**src/logic/opt_params.svh**
```systemverilog
// Constants for the output pulse timer: offsets, codes, field positions
`ifndef OPT_PARAMS_SVH
`define OPT_PARAMS_SVH

`define OPT_ADDR_W      3
`define OPT_DATA_W      16
`define OPT_CTRL_W      9
`define OPT_SYNC_W      9
`define OPT_SYNC_CLK_LSB 5

// Register offsets (word index)
`define OPT_OFF_CTRL    3'h0
`define OPT_OFF_ENABLE  3'h1
`define OPT_OFF_COUNT   3'h2
`define OPT_OFF_RELOAD  3'h3
`define OPT_OFF_STATUS  3'h4
`define OPT_OFF_MASK    3'h5

// Field positions and codes
`define OPT_EN_BIT      0
`define OPT_ENS_BUS_BIT 2
`define OPT_MODE_CONT_BIT 1
`define OPT_MODE_SINGLE 2'h0
`define OPT_MODE_DELAY  2'h1
`define OPT_EDGE_OFF    2'h0
`define OPT_EDGE_RISE   2'h1
`define OPT_EDGE_FALL   2'h2
`define OPT_EDGE_BOTH   2'h3

// Reset values and counter limits
`define OPT_CTRL_RST    9'h000
`define OPT_DATA_ZERO   16'h0000
`define OPT_CNT_MAX     16'hffff
`define OPT_CNT_STEP    16'h0001

`endif

```
**src/logic/opt_pkg.sv**
```systemverilog
// Types shared by the output pulse timer files
`default_nettype none
`include "opt_params.svh"
package opt_pkg;

  typedef logic [`OPT_DATA_W-1:0] opt_data_type;

  // Control word, high field first
  typedef struct packed
  {
    logic [1:0] edgeSel;
    logic [1:0] count_clock_select;
    logic [2:0] enable_source_select;
    logic [1:0] channel_mode_field;
  } opt_ctrl_type;

  // Plain register port from the master
  typedef struct packed
  {
    logic [`OPT_ADDR_W-1:0] addr;
    opt_data_type           wdata;
    logic                   wr;
    logic                   rd;
  } opt_bus_type;

  typedef enum logic [3:0]
  {
    OPT_IDLE  = 4'b0001,
    OPT_ARMED = 4'b0010,
    OPT_DELAY = 4'b0100,
    OPT_RUN   = 4'b1000
  } opt_state_type;

endpackage
`default_nettype wire

```
**src/logic/opt_sync.sv**
```systemverilog
// Two-flop synchroniser for a group of pins
`timescale 1ns/1ns
`default_nettype none
module opt_sync #(
  parameter int WIDTH = 1
) (
  input  wire logic             core_clk,
  input  wire logic             rst,
  input  wire logic             clkEn,
  input  wire logic [WIDTH-1:0] pinIn,
  output logic      [WIDTH-1:0] synced
);

  logic [WIDTH-1:0] meta;

  // First stage feeds only the second
  always_ff @(posedge core_clk or posedge rst)
  begin
    if (rst)
    begin
      meta   <= '0;
      synced <= '0;
    end
    else if (clkEn)
    begin
      meta   <= pinIn;
      synced <= meta;
    end
  end

endmodule
`default_nettype wire

```
**src/logic/opt_edge.sv**
```systemverilog
// Edge detector with selectable polarity on a synchronised level
`timescale 1ns/1ns
`default_nettype none
`include "opt_params.svh"
module opt_edge (
  input  wire logic       core_clk,
  input  wire logic       rst,
  input  wire logic       clkEn,
  input  wire logic [1:0] sel,
  input  wire logic       level,
  output logic            pulse
);

  logic prev;

  // Last level, frozen with the clock enable
  always_ff @(posedge core_clk or posedge rst)
  begin
    if (rst)
      prev <= 1'b0;
    else if (clkEn)
      prev <= level;
  end

  // Polarity choice; off means no start from this source
  always_comb
  begin
    case (sel)
      `OPT_EDGE_RISE: pulse = level & ~prev;
      `OPT_EDGE_FALL: pulse = ~level & prev;
      `OPT_EDGE_BOTH: pulse = level ^ prev;
      default:        pulse = 1'b0;
    endcase
  end

endmodule
`default_nettype wire

```
**src/logic/opt_output_pulse_timer.sv**
```systemverilog
// Output pulse timer channel: registers, counter, output flop, interrupt
//
// Local design decisions: strobed register access and the register addresses.
`timescale 1ns/1ns
`default_nettype none
`include "opt_params.svh"
module opt_output_pulse_timer (
  input  wire logic                 core_clk,
  input  wire logic                 rst,
  input  wire logic                 clkEn,
  input  wire opt_pkg::opt_bus_type regBus,
  output opt_pkg::opt_data_type     rdData,
  input  wire logic [3:0]           clockBus,
  input  wire logic [3:0]           eventBus,
  input  wire logic                 external_enable_input,
  output logic                      timerOut,
  output logic                      irqLevel,
  output logic                      irqPulse
);
  import opt_pkg::*;

  opt_ctrl_type                 ctrl;
  opt_state_type                state;
  opt_data_type                 count;
  opt_data_type                 reload;
  logic                         status;
  logic                         mask;
  logic [`OPT_SYNC_W-1:0]       syncBits;
  logic                         clkLevel;
  logic                         srcLevel;
  logic                         countTick;
  logic                         extEdge;
  logic                         wrCtrl;
  logic                         wrEnable;
  logic                         wrCount;
  logic                         wrReload;
  logic                         wrStatus;
  logic                         wrMask;
  logic                         startSw;
  logic                         stopSw;
  logic                         runTick;
  logic                         armTick;
  logic                         running;
  logic                         underflow;
  logic                         delayedMode;
  logic                         contMode;
  logic                         ctrlFresh;

  // Address hit, shared by all write decodes
  function automatic logic hit(input logic [`OPT_ADDR_W-1:0] addr,
                               input logic [`OPT_ADDR_W-1:0] off);
    return addr == off;
  endfunction
  // Mode decode: 1X continuous regardless of low bit
  function automatic logic isContinuous(input logic [1:0] mode);
    return mode[`OPT_MODE_CONT_BIT];
  endfunction
  function automatic logic isDelayed(input logic [1:0] mode);
    return mode == `OPT_MODE_DELAY;
  endfunction
  // Enable source: pin for 0XX, event bus by low bits otherwise
  function automatic logic pickSource(input logic [2:0] ens,
                                      input logic       pin,
                                      input logic [3:0] ev);
    return ens[`OPT_ENS_BUS_BIT] ? ev[ens[1:0]] : pin;
  endfunction

  // All outside levels cross in through two flops
  opt_sync #(
    .WIDTH (`OPT_SYNC_W)
  ) u_sync (
    .core_clk (core_clk),
    .rst      (rst),
    .clkEn    (clkEn),
    .pinIn    ({clockBus, eventBus, external_enable_input}),
    .synced   (syncBits)
  );

  // Count clock and enable source selection
  always_comb
  begin
    clkLevel = syncBits[`OPT_SYNC_CLK_LSB + ctrl.count_clock_select];
    srcLevel = pickSource(ctrl.enable_source_select, syncBits[0],
                          syncBits[4:1]);
  end

  // Count clock rising edge gives one tick per count clock
  opt_edge u_tick (
    .core_clk (core_clk),
    .rst      (rst),
    .clkEn    (clkEn),
    .sel      (`OPT_EDGE_RISE),
    .level    (clkLevel),
    .pulse    (countTick)
  );

  // External start edge with software-chosen polarity
  opt_edge u_trig (
    .core_clk (core_clk),
    .rst      (rst),
    .clkEn    (clkEn),
    .sel      (ctrl.edgeSel),
    .level    (srcLevel),
    .pulse    (extEdge)
  );

  // Write decodes
  always_comb
  begin
    wrCtrl   = regBus.wr & hit(regBus.addr, `OPT_OFF_CTRL);
    wrEnable = regBus.wr & hit(regBus.addr, `OPT_OFF_ENABLE);
    wrCount  = regBus.wr & hit(regBus.addr, `OPT_OFF_COUNT);
    wrReload = regBus.wr & hit(regBus.addr, `OPT_OFF_RELOAD);
    wrStatus = regBus.wr & hit(regBus.addr, `OPT_OFF_STATUS);
    wrMask   = regBus.wr & hit(regBus.addr, `OPT_OFF_MASK);
  end

  // Start and stop requests, and the count-clock qualified events
  always_comb
  begin
    startSw     = wrEnable & regBus.wdata[`OPT_EN_BIT];
    stopSw      = wrEnable & ~regBus.wdata[`OPT_EN_BIT];
    delayedMode = isDelayed(ctrl.channel_mode_field);
    contMode    = isContinuous(ctrl.channel_mode_field);
    running     = (state == OPT_DELAY) | (state == OPT_RUN);
    runTick     = clkEn & countTick & ~stopSw;
    armTick     = runTick & (state == OPT_ARMED);
    underflow   = runTick & running & (count == `OPT_DATA_ZERO);
  end

  // Control word; a mode change while running is software's hazard
  always_ff @(posedge core_clk or posedge rst)
  begin
    if (rst)
    begin
      ctrl      <= `OPT_CTRL_RST;
      ctrlFresh <= 1'b0;
    end
    else if (clkEn)
    begin
      ctrlFresh <= wrCtrl; // Source switch may fake one edge
      if (wrCtrl)
        ctrl <= regBus.wdata[`OPT_CTRL_W-1:0];
    end
  end

  // Reload register, written by software only
  always_ff @(posedge core_clk or posedge rst)
  begin
    if (rst)
      reload <= `OPT_DATA_ZERO;
    else if (clkEn && wrReload)
      reload <= regBus.wdata;
  end

  // Sequencer: delay or run picked at the first count tick after the start; continuous bit read at each underflow in run
  always_ff @(posedge core_clk or posedge rst)
  begin
    if (rst)
      state <= OPT_IDLE;
    else if (clkEn)
    begin
      if (stopSw)
        state <= OPT_IDLE;
      else
      begin
        case (state)
          OPT_IDLE:
            if (startSw || (extEdge && !ctrlFresh))
              state <= OPT_ARMED;
          OPT_ARMED:
            if (armTick)
              state <= delayedMode ? OPT_DELAY : OPT_RUN;
          OPT_DELAY:
            if (underflow)
              state <= OPT_RUN;
          OPT_RUN:
            if (underflow && !contMode)
              state <= OPT_IDLE;
          default:
            state <= OPT_IDLE;
        endcase
      end
    end
  end

  // Down-counter; a software write wins over counting
  always_ff @(posedge core_clk or posedge rst)
  begin
    if (rst)
      count <= `OPT_DATA_ZERO;
    else if (clkEn)
    begin
      if (wrCount)
        count <= regBus.wdata;
      else if (armTick && !delayedMode && !contMode)
        count <= reload;
      else if (underflow)
      begin
        // Halted single shot rests at the wrapped value
        if (state == OPT_DELAY || contMode)
          count <= reload;
        else
          count <= `OPT_CNT_MAX;
      end
      else if (runTick && running)
        count <= count - `OPT_CNT_STEP;
    end
  end

  // Output flop: start toggle except delayed mode, toggle per underflow
  always_ff @(posedge core_clk or posedge rst)
  begin
    if (rst)
      timerOut <= 1'b0;
    else if (clkEn && ((armTick && !delayedMode) || underflow))
      timerOut <= ~timerOut;
  end

  // Sticky underflow flag; a new underflow beats a same-cycle clear
  always_ff @(posedge core_clk or posedge rst)
  begin
    if (rst)
      status <= 1'b0;
    else if (clkEn)
      status <= (status & ~(wrStatus & regBus.wdata[`OPT_EN_BIT]))
                | underflow;
  end

  // Interrupt mask, one means enabled
  always_ff @(posedge core_clk or posedge rst)
  begin
    if (rst)
      mask <= 1'b0;
    else if (clkEn && wrMask)
      mask <= regBus.wdata[`OPT_EN_BIT];
  end

  // Level request follows the masked flag one cycle late
  always_ff @(posedge core_clk or posedge rst)
  begin
    if (rst)
      irqLevel <= 1'b0;
    else if (clkEn)
      irqLevel <= status & mask;
  end

  // Raw request pulse to the interrupt controller, never masked
  always_ff @(posedge core_clk or posedge rst)
  begin
    if (rst)
      irqPulse <= 1'b0;
    else if (clkEn)
      irqPulse <= underflow;
  end

  // Read data valid only in the cycle after the strobe
  always_ff @(posedge core_clk or posedge rst)
  begin
    if (rst)
      rdData <= `OPT_DATA_ZERO;
    else if (clkEn)
    begin
      if (regBus.rd)
      begin
        case (regBus.addr)
          `OPT_OFF_CTRL:   rdData <= opt_data_type'(ctrl);
          `OPT_OFF_ENABLE: rdData <= opt_data_type'(state != OPT_IDLE);
          `OPT_OFF_COUNT:  rdData <= count;
          `OPT_OFF_RELOAD: rdData <= reload;
          `OPT_OFF_STATUS: rdData <= opt_data_type'(status);
          `OPT_OFF_MASK:   rdData <= opt_data_type'(mask);
          default:         rdData <= `OPT_DATA_ZERO;
        endcase
      end
      else
        rdData <= `OPT_DATA_ZERO;
    end
  end
endmodule
`default_nettype wire

```
**config.mk**
```make
export PLATFORM = sky130hd
export DESIGN_NAME = opt_output_pulse_timer
export DESIGN_NICKNAME = d
export VERILOG_FILES = /design/src/logic/opt_pkg.sv /design/src/logic/opt_sync.sv /design/src/logic/opt_edge.sv /design/src/logic/opt_output_pulse_timer.sv
export VERILOG_INCLUDE_DIRS = /design/src /design/src/logic
export SDC_FILE = /design/constraint.sdc
export NUM_CORES = 1
export LEC_CHECK = 0
export ABC_AREA = 1
export BUFFER_PORTS_ARGS = -buffer_cell sky130_fd_sc_hd__buf_2
export CAP_MARGIN = 25
export CORE_MARGIN = 8
export CORE_UTILIZATION = 48
export CTS_CLUSTER_DIAMETER = 50
export DETAILED_ROUTE_END_ITERATION = 7
export GPL_TIMING_DRIVEN = 0
export PLACE_DENSITY = 0.64
export RECOVER_POWER = 100
export SKIP_LAST_GASP = 1
export SYNTH_ARGS = -nofsm -noshare
export SYNTH_HDL_FRONTEND = slang
export SYNTH_SLANG_ARGS = --single-unit
export TNS_END_PERCENT = 1
```
**constraint.sdc**
```tcl
create_clock -name core_clk -period 4.75 [get_ports core_clk]
set_clock_uncertainty 0.15 [all_clocks]
set_input_delay 0.7125 -clock core_clk [delete_from_list [all_inputs] [get_ports core_clk]]
set_output_delay 0.7125 -clock core_clk [all_outputs]
set_load 0.05 [all_outputs]
```
==> impl_metrics.prom, run 1 <==
# TYPE chip_impl_metric gauge
chip_impl_info{name="status",value="complete, but fails checks"} 1
chip_impl_info{name="violations",value="max-capacitance violations, max-slew violations"} 1
chip_impl_metric{name="leakage",unit="nW"} 2.74
chip_impl_info{name="timing.critical_path.mode_cell",value="sky130_fd_sc_hd__nand2_1"} 1
chip_impl_info{name="worst-setup-path-type",value="register to register"} 1
chip_impl_metric{name="cts_setup_buffers",unit=""} 0
chip_impl_metric{name="synth_area",unit="um^2"} 4960
chip_impl_metric{name="critical_path.max_stage_delay",unit="ps"} 450
chip_impl_metric{name="fin_setup_tns",unit="ps"} 0
chip_impl_metric{name="dpl.hpwl",unit="um"} 10600
chip_impl_metric{name="initial_antenna_violation_count",unit=""} 0
chip_impl_metric{name="worst_pin_slew",unit="ps"} 1980
chip_impl_metric{name="fmaxAchievable",unit="MHz"} 340
chip_impl_metric{name="floorplan.die.width",unit="um"} 118
chip_impl_metric{name="power_dens_cells",unit="nW/um^2"} 451
chip_impl_metric{name="synthCells",unit=""} 641
chip_impl_metric{name="count_of_buffering_cells_on_the_critical_path_with_inverters_included",unit=""} 2
chip_impl_info{name="clockRootBuffer",value="sky130_fd_sc_hd__clkbuf_8"} 1
chip_impl_metric{name="layout-drive-gt1-share",unit="%"} 13.0
chip_impl_metric{name="die_y",unit="um"} 118
chip_impl_metric{name="grt_first_pass_wirelength",unit="um"} 23900
chip_impl_info{name="synth_area_leader_cell",value="sky130_fd_sc_hd__dfrtp_1"} 1
chip_impl_metric{name="relSlewSlack",unit="%"} -32.6
chip_impl_metric{name="synth_mux_area_share",unit="%"} 2.04
chip_impl_metric{name="die_area",unit="um^2"} 13800
chip_impl_info{name="synth_top_family_by_area",value="simple AND/OR/NAND/NOR gates"} 1
chip_impl_metric{name="first_global_vias",unit=""} 4541
chip_impl_metric{name="synth-compound-area-share",unit="%"} 15.4
chip_impl_info{name="postSynth.topFlopCell",value="sky130_fd_sc_hd__dfrtp_1"} 1
chip_impl_metric{name="synth-warning-count",unit=""} 0
chip_impl_metric{name="layout.filler_cells",unit=""} 1032
chip_impl_metric{name="stdcell_count",unit=""} 843
chip_impl_metric{name="synth_seq_area_share",unit="%"} 43.9
chip_impl_metric{name="critical_path_peak_fanout",unit=""} 10
chip_impl_metric{name="synthAdderAreaFrac",unit="%"} 1.01
chip_impl_metric{name="detail_route.wirelength",unit="um"} 14700
chip_impl_metric{name="peak_supply_drop",unit="mV"} 0.212
chip_impl_metric{name="met3_usage",unit="%"} 3.69
chip_impl_info{name="cts_tree",value="built"} 1
chip_impl_metric{name="tritoncts_num_sinks",unit=""} 87
chip_impl_metric{name="detail-route-antenna-nets",unit=""} 0
chip_impl_metric{name="yosys_register_bits",unit=""} 87
chip_impl_metric{name="grt.met2_usage",unit="%"} 34.5
chip_impl_metric{name="timing.final.hold_violations",unit=""} 0
chip_impl_info{name="most_frequent_cells_in_the_layout",value="sky130_fd_sc_hd__nand2_1, sky130_fd_sc_hd__inv_1, sky130_fd_sc_hd__dfrtp_1"} 1
chip_impl_info{name="top_usage_layer",value="met2"} 1
chip_impl_metric{name="final_setup_viols",unit=""} 0
chip_impl_metric{name="worst_ep_arrival_time",unit="ps"} 3060
chip_impl_metric{name="place.gp.congestion",unit=""} 0.938
chip_impl_info{name="hold_path.class",value="register to register"} 1
chip_impl_metric{name="drv_slew",unit=""} 41
chip_impl_metric{name="portBuffers",unit=""} 50
chip_impl_metric{name="clock_tree.buffer_depth",unit=""} 2
chip_impl_metric{name="grt_start_max_net_pins",unit=""} 48
chip_impl_info{name="commonest_non_fill_non_tap_cell_in_the_layout",value="sky130_fd_sc_hd__nand2_1"} 1
chip_impl_metric{name="diodes",unit=""} 0
chip_impl_metric{name="area_delta_synth_final",unit="%"} 12.1
chip_impl_metric{name="floorplan.core_area",unit="um^2"} 10200
chip_impl_info{name="setup_repair_after_global_routing_missed_its_margin",value="no"} 1
chip_impl_metric{name="start_util",unit="%"} 48.7
chip_impl_metric{name="cts_made_buffers",unit=""} 9
chip_impl_metric{name="post-route-min-period",unit="ps"} 2950
chip_impl_metric{name="synthXorXnorAreaFrac",unit="%"} 2.65
chip_impl_metric{name="vias",unit=""} 4533
chip_impl_metric{name="row_count",unit=""} 37
chip_impl_metric{name="hold_buffers",unit=""} 0
chip_impl_metric{name="post-route-drc-count",unit=""} 0
chip_impl_metric{name="path_clk_slew",unit="ps"} 90
chip_impl_info{name="critical_path.startpoint_type",value="register"} 1
chip_impl_metric{name="count_of_flip_flops_with_a_built_in_enable_after_synthesis",unit=""} 0
chip_impl_metric{name="drv_cap",unit=""} 1
chip_impl_metric{name="grt.met1_usage",unit="%"} 28.1
chip_impl_metric{name="mappedNetlistNets",unit=""} 678
chip_impl_metric{name="number_of_unique_standard_cell_types_used_by_synthesis",unit=""} 41
chip_impl_info{name="synth.top_cells.by_area",value="sky130_fd_sc_hd__dfrtp_1, sky130_fd_sc_hd__nand2_1, sky130_fd_sc_hd__inv_1, sky130_fd_sc_hd__o21ai_0, sky130_fd_sc_hd__nor2_1"} 1
chip_impl_metric{name="synth_simple_gate_area_share",unit="%"} 25.2
chip_impl_metric{name="drt-vias-per-instance",unit=""} 5.38
chip_impl_info{name="worst_path_dominant_cell_family",value="simple AND/OR/NAND/NOR gates"} 1
chip_impl_info{name="cp-end-kind",value="register"} 1
chip_impl_metric{name="finish.net_count",unit=""} 740
chip_impl_metric{name="overflow",unit=""} 0
chip_impl_info{name="cp_slowest_cell",value="sky130_fd_sc_hd__dfrtp_1"} 1
chip_impl_metric{name="post-synth-top-area-fraction",unit="%"} 43.4
chip_impl_metric{name="worst_ep_required_time",unit="ps"} 4870
chip_impl_metric{name="clk_latency",unit="ps"} 370
chip_impl_metric{name="io_pins",unit=""} 52
chip_impl_metric{name="synth_area_per_inst",unit="um^2"} 7.74
chip_impl_info{name="ordered_list_of_cells_on_the_worst_path",value="ha_1 > inv_1 > nand3_1 > nand2_1 > nand2_1 > nand2_1 > nand3_1 > nor2_1 > nand2_1 > clkbuf_1 > o21ai_0 > nand2_1 > nand2_1 > nand2_1"} 1
chip_impl_metric{name="initialDrtViolationCount",unit=""} 311
chip_impl_metric{name="drt_pre_antenna_iters",unit=""} 5
chip_impl_metric{name="place_inst",unit=""} 828
chip_impl_metric{name="h_tree_level_count",unit=""} 3
chip_impl_metric{name="post_cts.resized_instances",unit=""} 0
chip_impl_metric{name="ys_async_sr_fraction",unit="%"} 100
chip_impl_metric{name="grt.total_usage",unit="%"} 21.6
chip_impl_metric{name="wl_per_cell",unit="um"} 17.4
chip_impl_metric{name="post-route-period-util",unit="%"} 62.0
path summary, 6_finish.rpt:
| kind | depth (start not counted) | endpoint | from | slack, ps |
|---|---|---|---|---|
| max reg2reg | 14 | count[2] | ctrl[5] | 1800 |
| max | 14 | count[2] | ctrl[5] | 1800 |
| max in group asynchronous | 2 | count[9] | rst | 2840 |
| min | 1 | timerOut | timerOut | 320 |
| min reg2reg | 1 | timerOut | timerOut | 320 |
| min in group asynchronous | 2 | reload[4] | rst | 690 |
cells by family after synthesis:
group	after synthesis
flops	87
simple gates	274
fa+ha+maj	4
buf+inv	119
mux	9
xor+xnor	15
compound gates	133
power by group:
group          switching (mW)  internal, mW  total (mW)  leakage [nW]
Clock                   0.280         0.362       0.642         0.119
Sequential              0.161         0.898        1.06          1.10
Combinational           0.517         0.293       0.810          1.53
synth_stat cells (3+ instances only):
master and instances:
sky130_fd_sc_hd__nand2_1 140, sky130_fd_sc_hd__inv_1 88, sky130_fd_sc_hd__dfrtp_1 86, sky130_fd_sc_hd__nor2_1 56
sky130_fd_sc_hd__o21ai_0 48, sky130_fd_sc_hd__a21oi_1 40, sky130_fd_sc_hd__nand3_1 39, sky130_fd_sc_hd__o22ai_1 21
sky130_fd_sc_hd__clkbuf_1 13, sky130_fd_sc_hd__xor2_1 11, sky130_fd_sc_hd__a21oi_2 10, sky130_fd_sc_hd__mux2_2 9
sky130_fd_sc_hd__a22oi_1 7, sky130_fd_sc_hd__nand2_2 7, sky130_fd_sc_hd__buf_2 6, sky130_fd_sc_hd__inv_2 5
sky130_fd_sc_hd__nor2_4 5, sky130_fd_sc_hd__ha_1 4, sky130_fd_sc_hd__nand4_1 4, sky130_fd_sc_hd__nor2_2 4
sky130_fd_sc_hd__nor3_1 4, sky130_fd_sc_hd__xnor2_1 4, sky130_fd_sc_hd__a221oi_1 3, sky130_fd_sc_hd__buf_6 3
sky130_fd_sc_hd__nand3b_1 3
registers in the layout (all words and copies together), names as in the netlist, 4 cells and up:
name	count
count	16
ctrl	8
rdData	16
reload	16
state	4
u_sync.meta	9
u_sync.synced	9
metal layers:
| metal | share of wire (%) | vias up |
|---|---|---|
| li1 | - | 2202 |
| met1 | 45 | 2158 |
| met2 | 46 | 139 |
| met3 | 5.9 | 34 |
| met4 | 2.7 | 0 |
| met5 | 0 | - |
layout make-up:
type | count | area [um^2] | share of cell area (%)
buffer | 25 | 124 | 2.23
clock buffer | 10 | 138 | 2.47
clock inverter | 5 | 106 | 1.91
inverter | 94 | 354 | 6.37
multi-input combinational | 435 | 2240 | 40.3
sequential | 87 | 2180 | 39.2
tap | 136 | 170 | 3.06
timing repair buffer | 51 | 253 | 4.54
through the flow:
stage | utilization (%) | instance area [um^2] | hold WS [ps] | power [mW] | worst slack [ps]
floorplan | - | 4960 | 299 | 1.68 | 1640
global placement | 52.9 | 5380 | 301 | 1.88 | 529
detailed placement | 53.1 | 5410 | 301 | 1.91 | 2070
CTS | 55.5 | 5660 | 259 | 2.55 | 2180
global route | 54.6 | 5560 | 338 | 2.69 | 1560
finish | 54.6 | 5560 | 316 | 2.51 | 1800
Power figures use the tool's default switching activity.
==> run 2: changes to the inputs <==
--- a/config.mk
+++ b/config.mk
@@ -14,7 +14,7 @@
 export CTS_CLUSTER_DIAMETER = 50
 export DETAILED_ROUTE_END_ITERATION = 7
 export GPL_TIMING_DRIVEN = 0
-export PLACE_DENSITY = 0.64
+export PLACE_DENSITY = 0.67
 export RECOVER_POWER = 100
 export SKIP_LAST_GASP = 1
 export SYNTH_ARGS = -nofsm -noshare
==> constraint.sdc (replaced) <==
create_clock -name core_clk -period 2.7 [get_ports core_clk]
set_clock_uncertainty 0.15 [all_clocks]
set_input_delay 0.405 -clock core_clk [delete_from_list [all_inputs] [get_ports core_clk]]
set_output_delay 0.405 -clock core_clk [all_outputs]
set_load 0.05 [all_outputs]
==> run 2 against run 1 <==
- the run now ends clean
- hold slack got worse by 220 ps
- critical path type unchanged
- via count increased by 0.77%
- core utilization decreased by 0.074 points
- power increased by 66%
==> impl_metrics.prom, run 2 (synthesis gave the netlist of run 1 again) <==
# TYPE chip_impl_metric gauge
chip_impl_info{name="status",value="completed"} 1
chip_impl_info{name="clockRootBuffer",value="sky130_fd_sc_hd__clkbuf_8"} 1
chip_impl_metric{name="tritoncts_num_sinks",unit=""} 87
chip_impl_metric{name="power_dens_cells",unit="nW/um^2"} 751
chip_impl_info{name="most_frequent_cells_in_the_layout",value="sky130_fd_sc_hd__nand2_1, sky130_fd_sc_hd__inv_1, sky130_fd_sc_hd__dfrtp_1"} 1
chip_impl_metric{name="io_pins",unit=""} 52
chip_impl_metric{name="cts_made_buffers",unit=""} 9
chip_impl_metric{name="pwr-share-comb",unit="%"} 35.2
chip_impl_metric{name="post-route-drc-count",unit=""} 0
chip_impl_info{name="hold_path.class",value="input port to register"} 1
chip_impl_metric{name="switching_power",unit="mW"} 1.70
chip_impl_metric{name="area_delta_synth_final",unit="%"} 12.0
chip_impl_metric{name="layout.area.seq",unit="um^2"} 2180
chip_impl_metric{name="drv_cap",unit=""} 0
chip_impl_metric{name="r2r_slack",unit="ps"} 210
chip_impl_metric{name="drt_pre_antenna_iters",unit=""} 5
chip_impl_metric{name="layout.filler_cells",unit=""} 1022
chip_impl_metric{name="critical_path.max_stage_delay",unit="ps"} 450
chip_impl_info{name="ordered_list_of_cells_on_the_worst_path",value="ha_1 > inv_1 > nand3_1 > nand2_1 > nand2_1 > nand2_2 > nand3_2 > nor2_4 > nand2_4 > clkbuf_2 > o21ai_0 > nand2_1 > nand2_1 > nand2_1"} 1
chip_impl_metric{name="worst_pin_slew",unit="ps"} 1030
chip_impl_metric{name="path_clk_slew",unit="ps"} 90
chip_impl_metric{name="initial_antenna_violation_count",unit=""} 0
chip_impl_metric{name="peak_supply_drop",unit="mV"} 0.313
chip_impl_metric{name="clk_latency",unit="ps"} 370
chip_impl_metric{name="worst_ep_arrival_time",unit="ps"} 2610
chip_impl_info{name="worst_hold_end",value="u_sync.meta[8]"} 1
chip_impl_metric{name="timing.final.hold_violations",unit=""} 0
chip_impl_metric{name="switching_share",unit="%"} 40.7
chip_impl_metric{name="initialDrtViolationCount",unit=""} 357
chip_impl_metric{name="wl_per_cell",unit="um"} 17.2
chip_impl_metric{name="critical_path_peak_fanout",unit=""} 10
chip_impl_metric{name="die_y",unit="um"} 118
chip_impl_metric{name="grt_first_pass_wirelength",unit="um"} 23900
chip_impl_metric{name="power.internal",unit="mW"} 2.47
chip_impl_metric{name="multiInputGateArea",unit="um^2"} 2300
chip_impl_metric{name="holdPathStages",unit=""} 3
chip_impl_metric{name="p_seq_share",unit="%"} 44.8
chip_impl_metric{name="post-route-period-util",unit="%"} 92.3
chip_impl_metric{name="reg2regPathDepth",unit=""} 14
chip_impl_metric{name="drt-vias-per-instance",unit=""} 5.40
chip_impl_metric{name="floorplan.core_area",unit="um^2"} 10200
chip_impl_metric{name="dpl.hpwl",unit="um"} 10500
chip_impl_metric{name="fin_ws",unit="ps"} 207
chip_impl_metric{name="overflow",unit=""} 0
chip_impl_metric{name="start_util",unit="%"} 48.7
chip_impl_info{name="critical_path.startpoint_type",value="register"} 1
chip_impl_metric{name="place.gp.congestion",unit=""} 0.952
chip_impl_metric{name="share_clk_of_total_power",unit="%"} 20.0
chip_impl_metric{name="diodes",unit=""} 0
chip_impl_info{name="timing.critical_path.mode_cell",value="sky130_fd_sc_hd__nand2_1"} 1
chip_impl_metric{name="grt.total_usage",unit="%"} 21.7
chip_impl_metric{name="grt_start_max_net_pins",unit=""} 35
chip_impl_metric{name="floorplan.die.width",unit="um"} 118
chip_impl_info{name="cp-end-kind",value="register"} 1
chip_impl_metric{name="first_global_vias",unit=""} 4598
chip_impl_info{name="timing.hold.worst.start",value="clockBus[3]"} 1
chip_impl_metric{name="detail_route.wirelength",unit="um"} 14500
chip_impl_metric{name="relSlewSlack",unit="%"} 30.9
chip_impl_metric{name="layout-drive-gt1-share",unit="%"} 14.6
chip_impl_metric{name="fin_setup_tns",unit="ps"} 0
chip_impl_metric{name="portBuffers",unit=""} 50
chip_impl_info{name="r2r-start",value="ctrl[5]"} 1
chip_impl_metric{name="leakage",unit="nW"} 2.74
chip_impl_metric{name="drv_slew",unit=""} 0
chip_impl_info{name="setup_repair_after_global_routing_missed_its_margin",value="no"} 1
chip_impl_info{name="commonest_non_fill_non_tap_cell_in_the_layout",value="sky130_fd_sc_hd__nand2_1"} 1
chip_impl_info{name="cp_slowest_cell",value="sky130_fd_sc_hd__dfrtp_1"} 1
chip_impl_info{name="cts_tree",value="built"} 1
chip_impl_metric{name="post-route-min-period",unit="ps"} 2490
chip_impl_metric{name="final_setup_viols",unit=""} 0
chip_impl_metric{name="vias",unit=""} 4568
chip_impl_metric{name="row_count",unit=""} 37
chip_impl_info{name="reg_to_reg_end",value="count[10]"} 1
chip_impl_metric{name="finish.net_count",unit=""} 742
chip_impl_metric{name="fmaxAchievable",unit="MHz"} 401
chip_impl_metric{name="clock_tree.buffer_depth",unit=""} 2
chip_impl_metric{name="die_area",unit="um^2"} 13800
chip_impl_info{name="worst-setup-path-type",value="register to register"} 1
chip_impl_info{name="biggestRegsByFlops",value="count (16), rdData (16), reload (16)"} 1
chip_impl_metric{name="pre_cts_ws",unit="ps"} 159
chip_impl_metric{name="worst_ep_required_time",unit="ps"} 2820
chip_impl_metric{name="h_tree_level_count",unit=""} 3
chip_impl_metric{name="detail-route-antenna-nets",unit=""} 0
chip_impl_metric{name="total_power_draw",unit="mW"} 4.17
-- run 2: cell types whose count changed in the layout (fill, tap and decap cells not counted), moves of 2 or more --
| cell | delta |
|---|---|
| sky130_fd_sc_hd__a21oi_2 | +7 |
| sky130_fd_sc_hd__clkbuf_4 | +2 |
| sky130_fd_sc_hd__clkbuf_1 | +2 |
| sky130_fd_sc_hd__bufinv_16 | -3 |
| sky130_fd_sc_hd__a21oi_1 | -8 |
| sky130_fd_sc_hd__clkinv_2 | +2 |
-- run 2: power groups by stage --
stage                     clock, mW  combinational (mW)  sequential, mW
after floorplan                   0                1.08            1.88
after global placement            0                1.43            1.87
after detailed placement          0                1.46            1.88
after CTS                     0.854                1.47            1.86
after global routing          0.897                1.67            1.90
final                         0.835                1.47            1.87
-- run 2: critical path, delay by kind of cell, from the launching register on --
kind                     cells  cell delay (ps)
AND/OR/NAND/NOR             10              890
flip-flops                   1              450
buffers and inverters        2              340
adder cells (fa/ha/maj)      1              330
AO/OA/AOI/OAI                1              230
-- run 2: per-layer routing --
metal | part of all wire, % | track usage, % | vias up
met5 | 0 | 0 | -
met4 | 2.3 | 10.4 | 0
met3 | 5.1 | 3.17 | 22
met2 | 47 | 34.8 | 146
met1 | 45 | 28.2 | 2195
li1 | - | - | 2205
-- run 2: worst max-delay path by stage --
stage,slack (ps),from,cells after the start,endpoint
final,210,ctrl[5],14,count[10]
after global routing,7,ctrl[2],16,state[2]
after CTS,140,ctrl[2],16,state[3]
after detailed placement,160,ctrl[2],16,state[3]
after global placement,240,ctrl[2],16,state[2]
after floorplan,590,ctrl[2],16,state[2]
-- run 2: timing repair --
action,in CTS,in global routing
buffers inserted,0,0
hold buffers,1,0
hold endpoints to repair,21,0
setup endpoints to repair,0,4
gates resized for setup,0,3
-- run 2: cell type report --
class,count,share of cell area [%]
flip-flops and latches,87,39.2
inverters,94,6.37
clock buffers,13,2.68
well taps,136,3.06
plain buffers,25,2.18
repair buffers,53,4.73
multi-input cells,435,41.4
clock inverters,3,0.338
-- run 2: per-stage QoR --
| stage | cells | cell area [um^2] | hold WS, ps | util [%] |
|---|---|---|---|---|
| after global routing | 846 | 5560 | 108 | 54.5 |
| after floorplan | 641 | 4970 | 299 | - |
| final | 846 | 5560 | 96.8 | 54.5 |
| after detailed placement | 829 | 5430 | 306 | 53.3 |
| after CTS | 846 | 5600 | 83.1 | 55.0 |
| after global placement | 827 | 5390 | 305 | 52.9 |
